===== config.mk =====
export PLATFORM = sky130hd
export DESIGN_NAME = sram_port_ctrl
export DESIGN_NICKNAME = d
export VERILOG_FILES = /design/src/common/sram_port_pkg.sv /design/src/core/step_timer.sv /design/src/core/sram_port_ctrl.sv
export SDC_FILE = /design/constraint.sdc
export NUM_CORES = 1
export LEC_CHECK = 0
export BUFFER_PORTS_ARGS = -buffer_cell sky130_fd_sc_hd__buf_2
export CORE_AREA = 10 10 112 84
export CTS_BUF_LIST = sky130_fd_sc_hd__clkbuf_8
export DETAILED_ROUTE_END_ITERATION = 8
export DIE_AREA = 0 0 122 94
export SLEW_MARGIN = 20
export SYNTH_ARGS = -nofsm -noshare
export SYNTH_HDL_FRONTEND = slang
export SYNTH_HIERARCHICAL = 1
export SYNTH_SLANG_ARGS = --single-unit

===== constraint.sdc =====
create_clock -name core_clk -period 5 [get_ports core_clk]
set_clock_uncertainty 0.15 [all_clocks]
set_input_delay 0.5 -clock core_clk [delete_from_list [all_inputs] [get_ports core_clk]]
set_output_delay 0.5 -clock core_clk [all_outputs]
set_load 0.02 [all_outputs]

===== src/common/sram_port_pkg.sv =====
// Package: pin bundles, command codes and timing counts for the latched-address SRAM controller
package sram_port_pkg;

   localparam int unsigned CLK_PERIOD_NS   = 10;
   localparam int unsigned ADDR_W          = 12;
   localparam int unsigned DEPTH           = 4096;

   // Timing figures in ns, as printed for the slowest grade
   localparam int unsigned MIN_IDL_TIM_NS    = 150;
   localparam int unsigned CYC_LOW_NS        = 350;
   localparam int unsigned ADDR_SETUP_NS     = 20;
   localparam int unsigned ADDR_HOLD_NS      = 50;
   localparam int unsigned MIN_STOR_PULSE_NS = 150;
   localparam int unsigned BIT_SETUP_TIM_NS  = 150;
   localparam int unsigned BIT_HOLD_TIM_NS   = 0;
   localparam int unsigned ACCESS_NS         = 350;
   localparam int unsigned OUT_OFF_NS        = 100;

   // Least times round up to whole cycles, never below one
   function automatic int unsigned cyc_up(input int unsigned ns);
      int unsigned c;
      c = (ns + CLK_PERIOD_NS - 1) / CLK_PERIOD_NS;
      return (c < 1) ? 1 : c;
   endfunction

   localparam int unsigned MIN_IDL_TIM_CYC    = cyc_up(MIN_IDL_TIM_NS);
   localparam int unsigned CYC_LOW_CYC        = cyc_up(CYC_LOW_NS);
   localparam int unsigned ADDR_SETUP_CYC     = cyc_up(ADDR_SETUP_NS);
   localparam int unsigned ADDR_HOLD_CYC      = cyc_up(ADDR_HOLD_NS);
   localparam int unsigned MIN_STOR_PULSE_CYC = cyc_up(MIN_STOR_PULSE_NS);
   localparam int unsigned BIT_SETUP_TIM_CYC  = cyc_up(BIT_SETUP_TIM_NS);
   localparam int unsigned BIT_HOLD_TIM_CYC   = cyc_up(BIT_HOLD_TIM_NS);
   localparam int unsigned ACCESS_CYC         = cyc_up(ACCESS_NS);
   localparam int unsigned OUT_OFF_CYC        = cyc_up(OUT_OFF_NS);

   localparam int unsigned CNT_W = 8;

   typedef enum logic [1:0] {
      CMD_READ  = 2'h0,
      CMD_WRITE = 2'h1,
      CMD_RMW   = 2'h2
   } cmd_t;

   typedef struct packed {
      cmd_t              cmd;
      logic [ADDR_W-1:0] addr;
      logic              wbit;
      logic              burst;
   } req_t;

   typedef struct packed {
      logic              cyc_strb_n;
      logic              stor_strb_n;
      logic              out_drv_n;
      logic [ADDR_W-1:0] addr;
      logic              bit_o;
      logic              bit_oe;
   } pins_t;

endpackage


===== src/core/step_timer.sv =====
// Module: down-counting phase timer that flags the last cycle of a phase
`timescale 1ns/1ps
module step_timer (
   input  wire logic                            core_clk,
   input  wire logic                            reset_n,
   input  wire logic                            load,
   input  wire logic [sram_port_pkg::CNT_W-1:0] load_val,
   output logic                                 done
);
   import sram_port_pkg::*;

   logic [CNT_W-1:0] cnt_ff;

   always_ff @(posedge core_clk or negedge reset_n) begin
      if (!reset_n) begin
         cnt_ff <= '0;
      end else if (load) begin
         cnt_ff <= load_val;
      end else if (cnt_ff != '0) begin
         cnt_ff <= cnt_ff - 1'b1;
      end
   end

   // Done in the last cycle of a phase, so a load of c-1 spans c cycles.
   // Load is kept out of this term: the sequencer derives load from done.
   assign done = (cnt_ff == '0);

endmodule // step_timer


===== src/core/sram_port_ctrl.sv =====
// Module: controller that drives a latched-address 4096 x 1 SRAM through its strobe pins
// Contract
// RL1: Device latches address on cycle strobe fall; latch governs whole cycle.
// RL2: Address set up before and held after cycle strobe fall.
// RL3: Read output first undefined, valid only after access time.
// RL4: Store strobe stays high through a whole read cycle; after a burst write it stays low until the access phase.
// RL5: Cycle strobe rise turns device output off; next cycle after that.
// RL6: Output-drive high keeps device output off regardless of other strobes.
// RL7: Write starts at cycle strobe fall; bit stored while both strobes low.
// RL8: Output-drive held high throughout a plain write.
// RL9: Write bit setup and hold around store strobe rise, else cycle rise.
// RL10: Write ends at first rise of store or cycle strobe.
// RL11: Cycle strobe held high at least minimum idle time between cycles.
// RL12: Consecutive writes may keep store strobe low, framed by cycle strobe.
// RL13: Never lower cycle and output-drive before store strobe in a write.
// RL14: Read-modify-write reads first, then store pulse of minimum width.
// RL15: Output-drive raised while store low; controller drives the bit.
// RL16: Written bit readable again after store strobe rises, cycle still low.
// RL17: Any mix of reads and writes allowed while cycle strobe low.
// RL18: Retention: cycle strobe high, output-drive high, other pins firm.
// RL19: After supply recovery wait one minimum idle time before a cycle.
// RL20: Array holds 4096 one-bit locations.
// RL21: Shared bidirectional data pin, tristated by the device.
// RL22: Address latch is 12 bits wide.
`timescale 1ns/1ps
module sram_port_ctrl (
   input  wire logic                              core_clk,
   input  wire logic                              reset_n,
   input  wire logic                              req_valid,
   input  wire sram_port_pkg::req_t               req,
   output logic                                   req_ready,
   output logic                                   rsp_valid,
   output logic                                   rsp_bit,
   input  wire logic                              retain,
   input  wire logic                              supply_ok,
   output sram_port_pkg::pins_t                   pins,
   input  wire logic                              bit_i
);
   import sram_port_pkg::*;

   typedef enum logic [3:0] {
      ST_POWER  = 4'b0000,
      ST_IDLE   = 4'b0001,
      ST_SETUP  = 4'b0011,
      ST_HOLD   = 4'b0010,
      ST_ACCESS = 4'b0110,
      ST_STORE  = 4'b0111,
      ST_BHOLD  = 4'b0101,
      ST_CLOSE  = 4'b0100,
      ST_GAP    = 4'b1100,
      ST_RETAIN = 4'b1101
   } state_t;

   state_t             state_ff;
   state_t             nxt_state;
   req_t               req_ff;
   pins_t              pins_ff;
   logic               req_ready_ff;
   logic               rsp_valid_ff;
   logic               rsp_bit_ff;
   logic               burst_ff;
   logic               tmr_load;
   logic [CNT_W-1:0]   tmr_val;
   logic               tmr_done;

   function automatic logic [CNT_W-1:0] cnt(input int unsigned c);
      return CNT_W'(c - 1);
   endfunction

   step_timer u_timer (
      .core_clk (core_clk),
      .reset_n  (reset_n),
      .load     (tmr_load),
      .load_val (tmr_val),
      .done     (tmr_done)
   );

   assign pins      = pins_ff;
   assign req_ready = req_ready_ff;
   assign rsp_valid = rsp_valid_ff;
   assign rsp_bit   = rsp_bit_ff;

   // Phase sequencing
   always_comb begin
      nxt_state = state_ff;
      tmr_load  = 1'b0;
      tmr_val   = '0;
      case (state_ff)
         ST_POWER: begin
            if (supply_ok && !retain) begin
               nxt_state = ST_GAP; // RL19
               tmr_load  = 1'b1;
               tmr_val   = cnt(MIN_IDL_TIM_CYC);
            end
         end
         ST_IDLE: begin
            if (retain || !supply_ok) begin
               nxt_state = ST_RETAIN; // RL18
            end else if (req_valid) begin
               nxt_state = ST_SETUP; // RL2
               tmr_load  = 1'b1;
               tmr_val   = cnt(ADDR_SETUP_CYC);
            end
         end
         ST_SETUP: begin
            if (tmr_done) begin
               nxt_state = ST_HOLD; // RL1
               tmr_load  = 1'b1;
               tmr_val   = cnt(ADDR_HOLD_CYC);
            end
         end
         ST_HOLD: begin
            if (tmr_done) begin
               tmr_load = 1'b1;
               if (req_ff.cmd == CMD_WRITE) begin
                  nxt_state = ST_STORE; // RL7
                  tmr_val   = cnt(BIT_SETUP_TIM_CYC > MIN_STOR_PULSE_CYC ?
                                  BIT_SETUP_TIM_CYC : MIN_STOR_PULSE_CYC);
               end else begin
                  nxt_state = ST_ACCESS; // RL3
                  tmr_val   = cnt(ACCESS_CYC);
               end
            end
         end
         ST_ACCESS: begin
            if (tmr_done) begin
               tmr_load = 1'b1;
               if (req_ff.cmd == CMD_RMW) begin
                  nxt_state = ST_STORE; // RL14
                  tmr_val   = cnt(MIN_STOR_PULSE_CYC);
               end else begin
                  nxt_state = ST_CLOSE;
                  tmr_val   = cnt(CYC_LOW_CYC);
               end
            end
         end
         ST_STORE: begin
            if (tmr_done) begin
               nxt_state = ST_BHOLD; // RL9
               tmr_load  = 1'b1;
               tmr_val   = cnt(BIT_HOLD_TIM_CYC);
            end
         end
         ST_BHOLD: begin
            if (tmr_done) begin
               nxt_state = ST_CLOSE;
               tmr_load  = 1'b1;
               tmr_val   = cnt(OUT_OFF_CYC);
            end
         end
         ST_CLOSE: begin
            if (tmr_done) begin
               nxt_state = ST_GAP; // RL11
               tmr_load  = 1'b1;
               tmr_val   = cnt(MIN_IDL_TIM_CYC);
            end
         end
         ST_GAP: begin
            if (tmr_done) begin
               nxt_state = ST_IDLE;
            end
         end
         ST_RETAIN: begin
            if (!retain && supply_ok) begin
               nxt_state = ST_GAP; // RL19
               tmr_load  = 1'b1;
               tmr_val   = cnt(MIN_IDL_TIM_CYC);
            end
         end
         default: nxt_state = ST_POWER;
      endcase
   end

   always_ff @(posedge core_clk or negedge reset_n) begin
      if (!reset_n) begin
         state_ff <= ST_POWER;
      end else begin
         state_ff <= nxt_state;
      end
   end

   // Request capture; burst keeps store strobe low across back-to-back writes
   always_ff @(posedge core_clk or negedge reset_n) begin
      if (!reset_n) begin
         req_ff       <= '0;
         req_ready_ff <= 1'b0;
         burst_ff     <= 1'b0;
      end else begin
         req_ready_ff <= (nxt_state == ST_IDLE) && !retain && supply_ok;
         if (state_ff == ST_IDLE && nxt_state == ST_SETUP) begin
            req_ff <= req;
         end
         if (state_ff == ST_BHOLD && tmr_done) begin
            burst_ff <= req_ff.cmd == CMD_WRITE && req_ff.burst; // RL12
         end else if (state_ff == ST_IDLE && nxt_state == ST_SETUP) begin
            burst_ff <= burst_ff && req.cmd == CMD_WRITE;
         end else if (state_ff == ST_IDLE || state_ff == ST_RETAIN) begin
            burst_ff <= burst_ff && !retain;
         end
      end
   end

   // Pin drive, all registered
   always_ff @(posedge core_clk or negedge reset_n) begin
      if (!reset_n) begin
         pins_ff <= '{cyc_strb_n: 1'b1, stor_strb_n: 1'b1, out_drv_n: 1'b1,
                      addr: '0, bit_o: 1'b0, bit_oe: 1'b0};
      end else begin
         case (nxt_state)
            ST_SETUP: begin
               pins_ff.addr       <= req.addr;
               pins_ff.bit_o      <= req.wbit;
               pins_ff.cyc_strb_n <= 1'b1;
            end
            ST_HOLD: begin
               pins_ff.cyc_strb_n <= 1'b0; // RL1
               pins_ff.bit_oe     <= req_ff.cmd == CMD_WRITE;
            end
            ST_ACCESS: begin
               pins_ff.stor_strb_n <= 1'b1; // RL4
               pins_ff.out_drv_n   <= 1'b0; // RL13
            end
            ST_STORE: begin
               // Drive off in the same cycle that store falls, so no bus fight on the pin
               pins_ff.out_drv_n   <= 1'b1; // RL8 RL15
               pins_ff.stor_strb_n <= 1'b0; // RL7
               pins_ff.bit_oe      <= 1'b1;
            end
            ST_BHOLD: begin
               pins_ff.stor_strb_n <= burst_ff ? 1'b0 : 1'b1; // RL10 RL12
            end
            ST_CLOSE: begin
               pins_ff.stor_strb_n <= (req_ff.cmd == CMD_WRITE && req_ff.burst)
                                      ? 1'b0 : 1'b1;
               // Bit held through close so a burst write ends on cycle rise
               pins_ff.bit_oe <= req_ff.cmd == CMD_WRITE && req_ff.burst;
               pins_ff.out_drv_n  <= (req_ff.cmd == CMD_READ) ? 1'b0 : 1'b1; // RL16
            end
            ST_GAP, ST_IDLE: begin
               pins_ff.cyc_strb_n <= 1'b1; // RL5 RL11
               pins_ff.out_drv_n  <= 1'b1; // RL6
               pins_ff.bit_oe     <= 1'b0;
               if (!burst_ff) begin
                  pins_ff.stor_strb_n <= 1'b1;
               end
            end
            default: begin
               pins_ff.cyc_strb_n  <= 1'b1; // RL18
               pins_ff.out_drv_n   <= 1'b1;
               pins_ff.stor_strb_n <= 1'b1;
               pins_ff.bit_oe      <= 1'b0;
               pins_ff.addr        <= '0;
               pins_ff.bit_o       <= 1'b0;
            end
         endcase
      end
   end

   // Read bit sampled at end of access, after output turns valid
   always_ff @(posedge core_clk or negedge reset_n) begin
      if (!reset_n) begin
         rsp_valid_ff <= 1'b0;
         rsp_bit_ff   <= 1'b0;
      end else begin
         rsp_valid_ff <= 1'b0;
         if (state_ff == ST_ACCESS && tmr_done) begin
            rsp_valid_ff <= 1'b1; // RL3 RL17
            rsp_bit_ff   <= bit_i;
         end else if (state_ff == ST_BHOLD && tmr_done && req_ff.cmd == CMD_WRITE) begin
            // Read-modify-write already answered with its read bit
            rsp_valid_ff <= 1'b1;
            rsp_bit_ff   <= pins_ff.bit_o;
         end
      end
   end

endmodule // sram_port_ctrl


==> summary.txt <==
====================================================================================
Result of the run ..................................................... finished, final reports clean
PwrDens ............................................................... 217.2 mW/mm^2
Count of instances resized after the clock tree is built ..............            0
Hold Crit Class .......................................................     in2async
Minimum clock period ..................................................      3696 ps
Part of the power in registers ........................................        0.544
Final Slew Violations .................................................            0
TritonCTS clock tree ..................................................         done
Residual antenna-violating net count after detailed routing ...........            0
Required @ worst endpoint .............................................      5080 ps
Mean instance size in the synthesized netlist .........................   9.577 um^2
Worst setup slack after placement .....................................      1331 ps
HPWL reported at the end of detailed placement ........................     4.018 mm
Count of placed standard cells including taps .........................          349
Headroom to the max-slew limit ........................................       0.4658
# IOs .................................................................           42
Slowest stage cell on the critical path ............................... sky130_fd_sc_hd__or4_1
Gr usage total ........................................................      0.09635
IO buf count ..........................................................           41
Library cell used as clock root buffer ................................ sky130_fd_sc_hd__clkbuf_8
Number of standard cells in the layout, taps in and fillers out .......          357
Number of post-CTS setup repair buffers ...............................            0
Highest-count cells in the layout ignoring fill and taps .............. sky130_fd_sc_hd__buf_2, sky130_fd_sc_hd__dfrtp_1, sky130_fd_sc_hd__nand2_1
Detailed-route wire length per cell ...................................     14.89 um
Drt via density .......................................................        4.994
Sw Share ..............................................................       0.2361
Measured slew at the worst slew-check pin .............................     801.3 ps
Proportion of layout cells with a drive suffix above 1 ................       0.2548
Worst-case vdd ir drop ................................................ 0.00009204 V
First DRT Iteration DRCs ..............................................           59
Pre-Repair DR Iteration Count .........................................            4
Arrival time of data at the critical path endpoint ....................      3780 ps
Most used flip-flop cell after synthesis .............................. sky130_fd_sc_hd__dfrtp_1
Final weighted congestion in routability-driven placement .............       0.8190
Cell area after technology mapping .................................... 0.002107 mm^2
Net switching power ...................................................     126.5 uW
Via count .............................................................        1,783
Slowest Stage Delay on Critical Path ..................................       700 ps
Cell count after synthesis ............................................          220
CP Capture Type .......................................................    flip-flop
Number of buffers created by CTS ......................................            5
Ys Warns ..............................................................            6
Leading cell type in the layout, fill and taps excluded ............... sky130_fd_sc_hd__buf_2
Fraction of power consumed by the clock network .......................        0.419
Initial antenna violation count .......................................            0
Standard-cell rows ....................................................           26
Sequential share of the synthesized area ..............................       0.4293
EDFF count, synth .....................................................            0
RSZ-0062 raised after global routing ..................................        false
GRT met3 Usage ........................................................      0.03844
R2R Setup Slk .........................................................      1300 ps
Worst Setup Slack, final ..............................................      1304 ps
Fmax achieved .........................................................    270.5 MHz
GR met2 Demand/Resource ...............................................       0.1221
Die height ............................................................        94 um
Count of hold buffers inserted by post-cts repair .....................            0
Clock net sink count ..................................................           36
Max Root-Sink Buffers .................................................            2
Clk pin slew, worst setup/hold paths ..................................        80 ps
Final Hold Violating Endpoints ........................................            0
Number of library cell types mapped by synthesis ......................           62
Setup violators final .................................................            0
Grt total ovfl ........................................................            0
Number of antenna diodes ..............................................            0
Die Area .............................................................. 0.01147 mm^2
Met1 usage ............................................................       0.1425
Synth Register Bits ...................................................           36
Power share of the combinational group ................................        0.036
Largest net degree at the start of global routing .....................           37
Top Usage Layer GRT ...................................................         met1
Detailed-route DRC error count ........................................            0
Internal power ........................................................     409.3 uW
Total of max-cap violations ...........................................            0
Leakage Power .........................................................  0.001135 uW
Cells along the critical path ......................................... or4_1 -> nor3_2 -> nand2_1 -> a32oi_1 -> a21oi_2 -> a311oi_4 -> a22o_1
Period utilisation layout .............................................       0.7392
Starting density of the core ..........................................       0.2931
Vias in the first global route ........................................        1,779
H-tree depth ..........................................................            2
Die width .............................................................       122 um
Crit path max fanout ..................................................           15
NumNets Final .........................................................          281
Routed wire length ....................................................     5.315 mm
Clock latency of the later-clocked register in the worst-skew pair ....       300 ps
Critical setup path kind ..............................................      reg2reg
Synthesis-to-layout area growth .......................................       17.04%
Core outline area ..................................................... 0.007189 mm^2
Sum of negative setup slack ...........................................         0 ps
Proportion of synthesized flip-flops having asynchronous set or reset .        1.000
First-pass GRT wire length ............................................     8.963 mm
Kind of start point of the critical path ..............................    flip-flop
====================================================================================
==> cells in the mapped netlist (2+ instances only) <==
master,number,area share
sky130_fd_sc_hd__a21oi_1,10,0.024
sky130_fd_sc_hd__a221oi_1,3,0.012
sky130_fd_sc_hd__a22o_1,13,0.054
sky130_fd_sc_hd__a31oi_1,4,0.012
sky130_fd_sc_hd__a32oi_1,3,0.012
sky130_fd_sc_hd__and2b_1,3,0.011
sky130_fd_sc_hd__and4bb_1,2,0.012
sky130_fd_sc_hd__buf_2,5,0.012
sky130_fd_sc_hd__buf_6,3,0.016
sky130_fd_sc_hd__clkbuf_1,4,0.0071
sky130_fd_sc_hd__dfrtp_1,33,0.39
sky130_fd_sc_hd__dfstp_2,3,0.037
sky130_fd_sc_hd__inv_1,14,0.025
sky130_fd_sc_hd__mux2_2,2,0.011
sky130_fd_sc_hd__mux2i_1,4,0.019
sky130_fd_sc_hd__nand2_1,16,0.029
sky130_fd_sc_hd__nand2b_1,6,0.018
sky130_fd_sc_hd__nand3_1,6,0.014
sky130_fd_sc_hd__nand4b_1,2,0.0083
sky130_fd_sc_hd__nor2_1,12,0.021
sky130_fd_sc_hd__nor2b_1,7,0.021
sky130_fd_sc_hd__nor3_1,4,0.0095
sky130_fd_sc_hd__nor4_1,2,0.0059
sky130_fd_sc_hd__o211ai_1,5,0.018
sky130_fd_sc_hd__o21ai_0,8,0.019
sky130_fd_sc_hd__o21ai_1,3,0.0071
sky130_fd_sc_hd__o31a_1,2,0.0083
sky130_fd_sc_hd__o31ai_1,3,0.011
sky130_fd_sc_hd__o41ai_1,2,0.0083
sky130_fd_sc_hd__or2_2,2,0.0059
sky130_fd_sc_hd__xnor2_1,3,0.012
==> flip-flops by register name, summed over array words and instances, names as in the netlist <==
signal          flops
rsp_bit             1
rsp_valid           1
u_timer/cnt_ff      8
burst_ff            1
req_ff              3
state_ff            4
pins               17
req_ready           1
==> metrics by stage <==
| stage | utilization | power [uW] | hold slack (ps) | cell area [um^2] |
|---|---|---|---|---|
| after global placement | 0.3300 | 317.3 | 304.3 | 2372 |
| after CTS | 0.3430 | 541.7 | 168.5 | 2466 |
| after global routing | 0.3430 | 557.3 | 217.8 | 2466 |
| after detailed placement | 0.3300 | 317.4 | 307.6 | 2372 |
| after floorplan | - | 301.1 | 54.41 | 2115 |
| final | 0.3430 | 535.8 | 139.2 | 2466 |
==> per-layer routing <==
layer | up-vias | wire (um)
met4 | 0 | 65
met5 | - | 0
met3 | 7 | 422
met1 | 836 | 2832
met2 | 58 | 1995
li1 | 882 | -
==> area by class of cell <==
class,instances,area (um^2)
inverter,15,56.30
multi-input combinational,158,1076
clock buffer,6,82.58
timing repair buffer,42,212.7
clock inverter,2,11.26
sequential,36,904.6
tap,98,122.6
fill,747,4723
==> worst paths after layout <==
check                                  start  endpoint  cells past startpoint
max in group asynchronous            reset_n  burst_ff                      1
min in group core_clk                req[13]  pins[13]                      2
hold / removal                       reset_n   pins[4]                      1
setup reg to reg           u_timer/cnt_ff[3]   pins[2]                      7
setup / recovery           u_timer/cnt_ff[3]   pins[2]                      7
hold reg to reg                     pins[14]  pins[14]                      2
==> worst max-delay path, delay by kind of cell (launching register included) <==
family	cells	cell delay, ps
AO/OA/AOI/OAI	4	1550
AND/OR/NAND/NOR	3	1470
flip-flops	1	440
==> cell families after synthesis <==
| family | after synthesis | synth area share |
|---|---|---|
| AOI/OAI and AO/OA | 72 | 0.2631 |
| and+or+nand+nor | 73 | 0.1942 |
| muxes | 6 | 0.02969 |
| adders and majority gates | 1 | 0.005937 |
| DFF | 36 | 0.4293 |
| other | 1 | 0.001780 |
| xor gates and xnor gates | 3 | 0.01247 |
| buffers and inverters | 28 | 0.06353 |
==> power by group through the flow <==
stage / logic [uW] / clock network (uW) / registers [uW]
detailed placement: 20.1 / 0 / 297
global route: 22.5 / 243 / 292
global placement: 20.0 / 0 / 297
CTS: 20.1 / 230 / 292
floorplan: 3.21 / 0 / 298
finish: 19.4 / 225 / 292
Note: power is estimated with default switching activity, not from simulation.
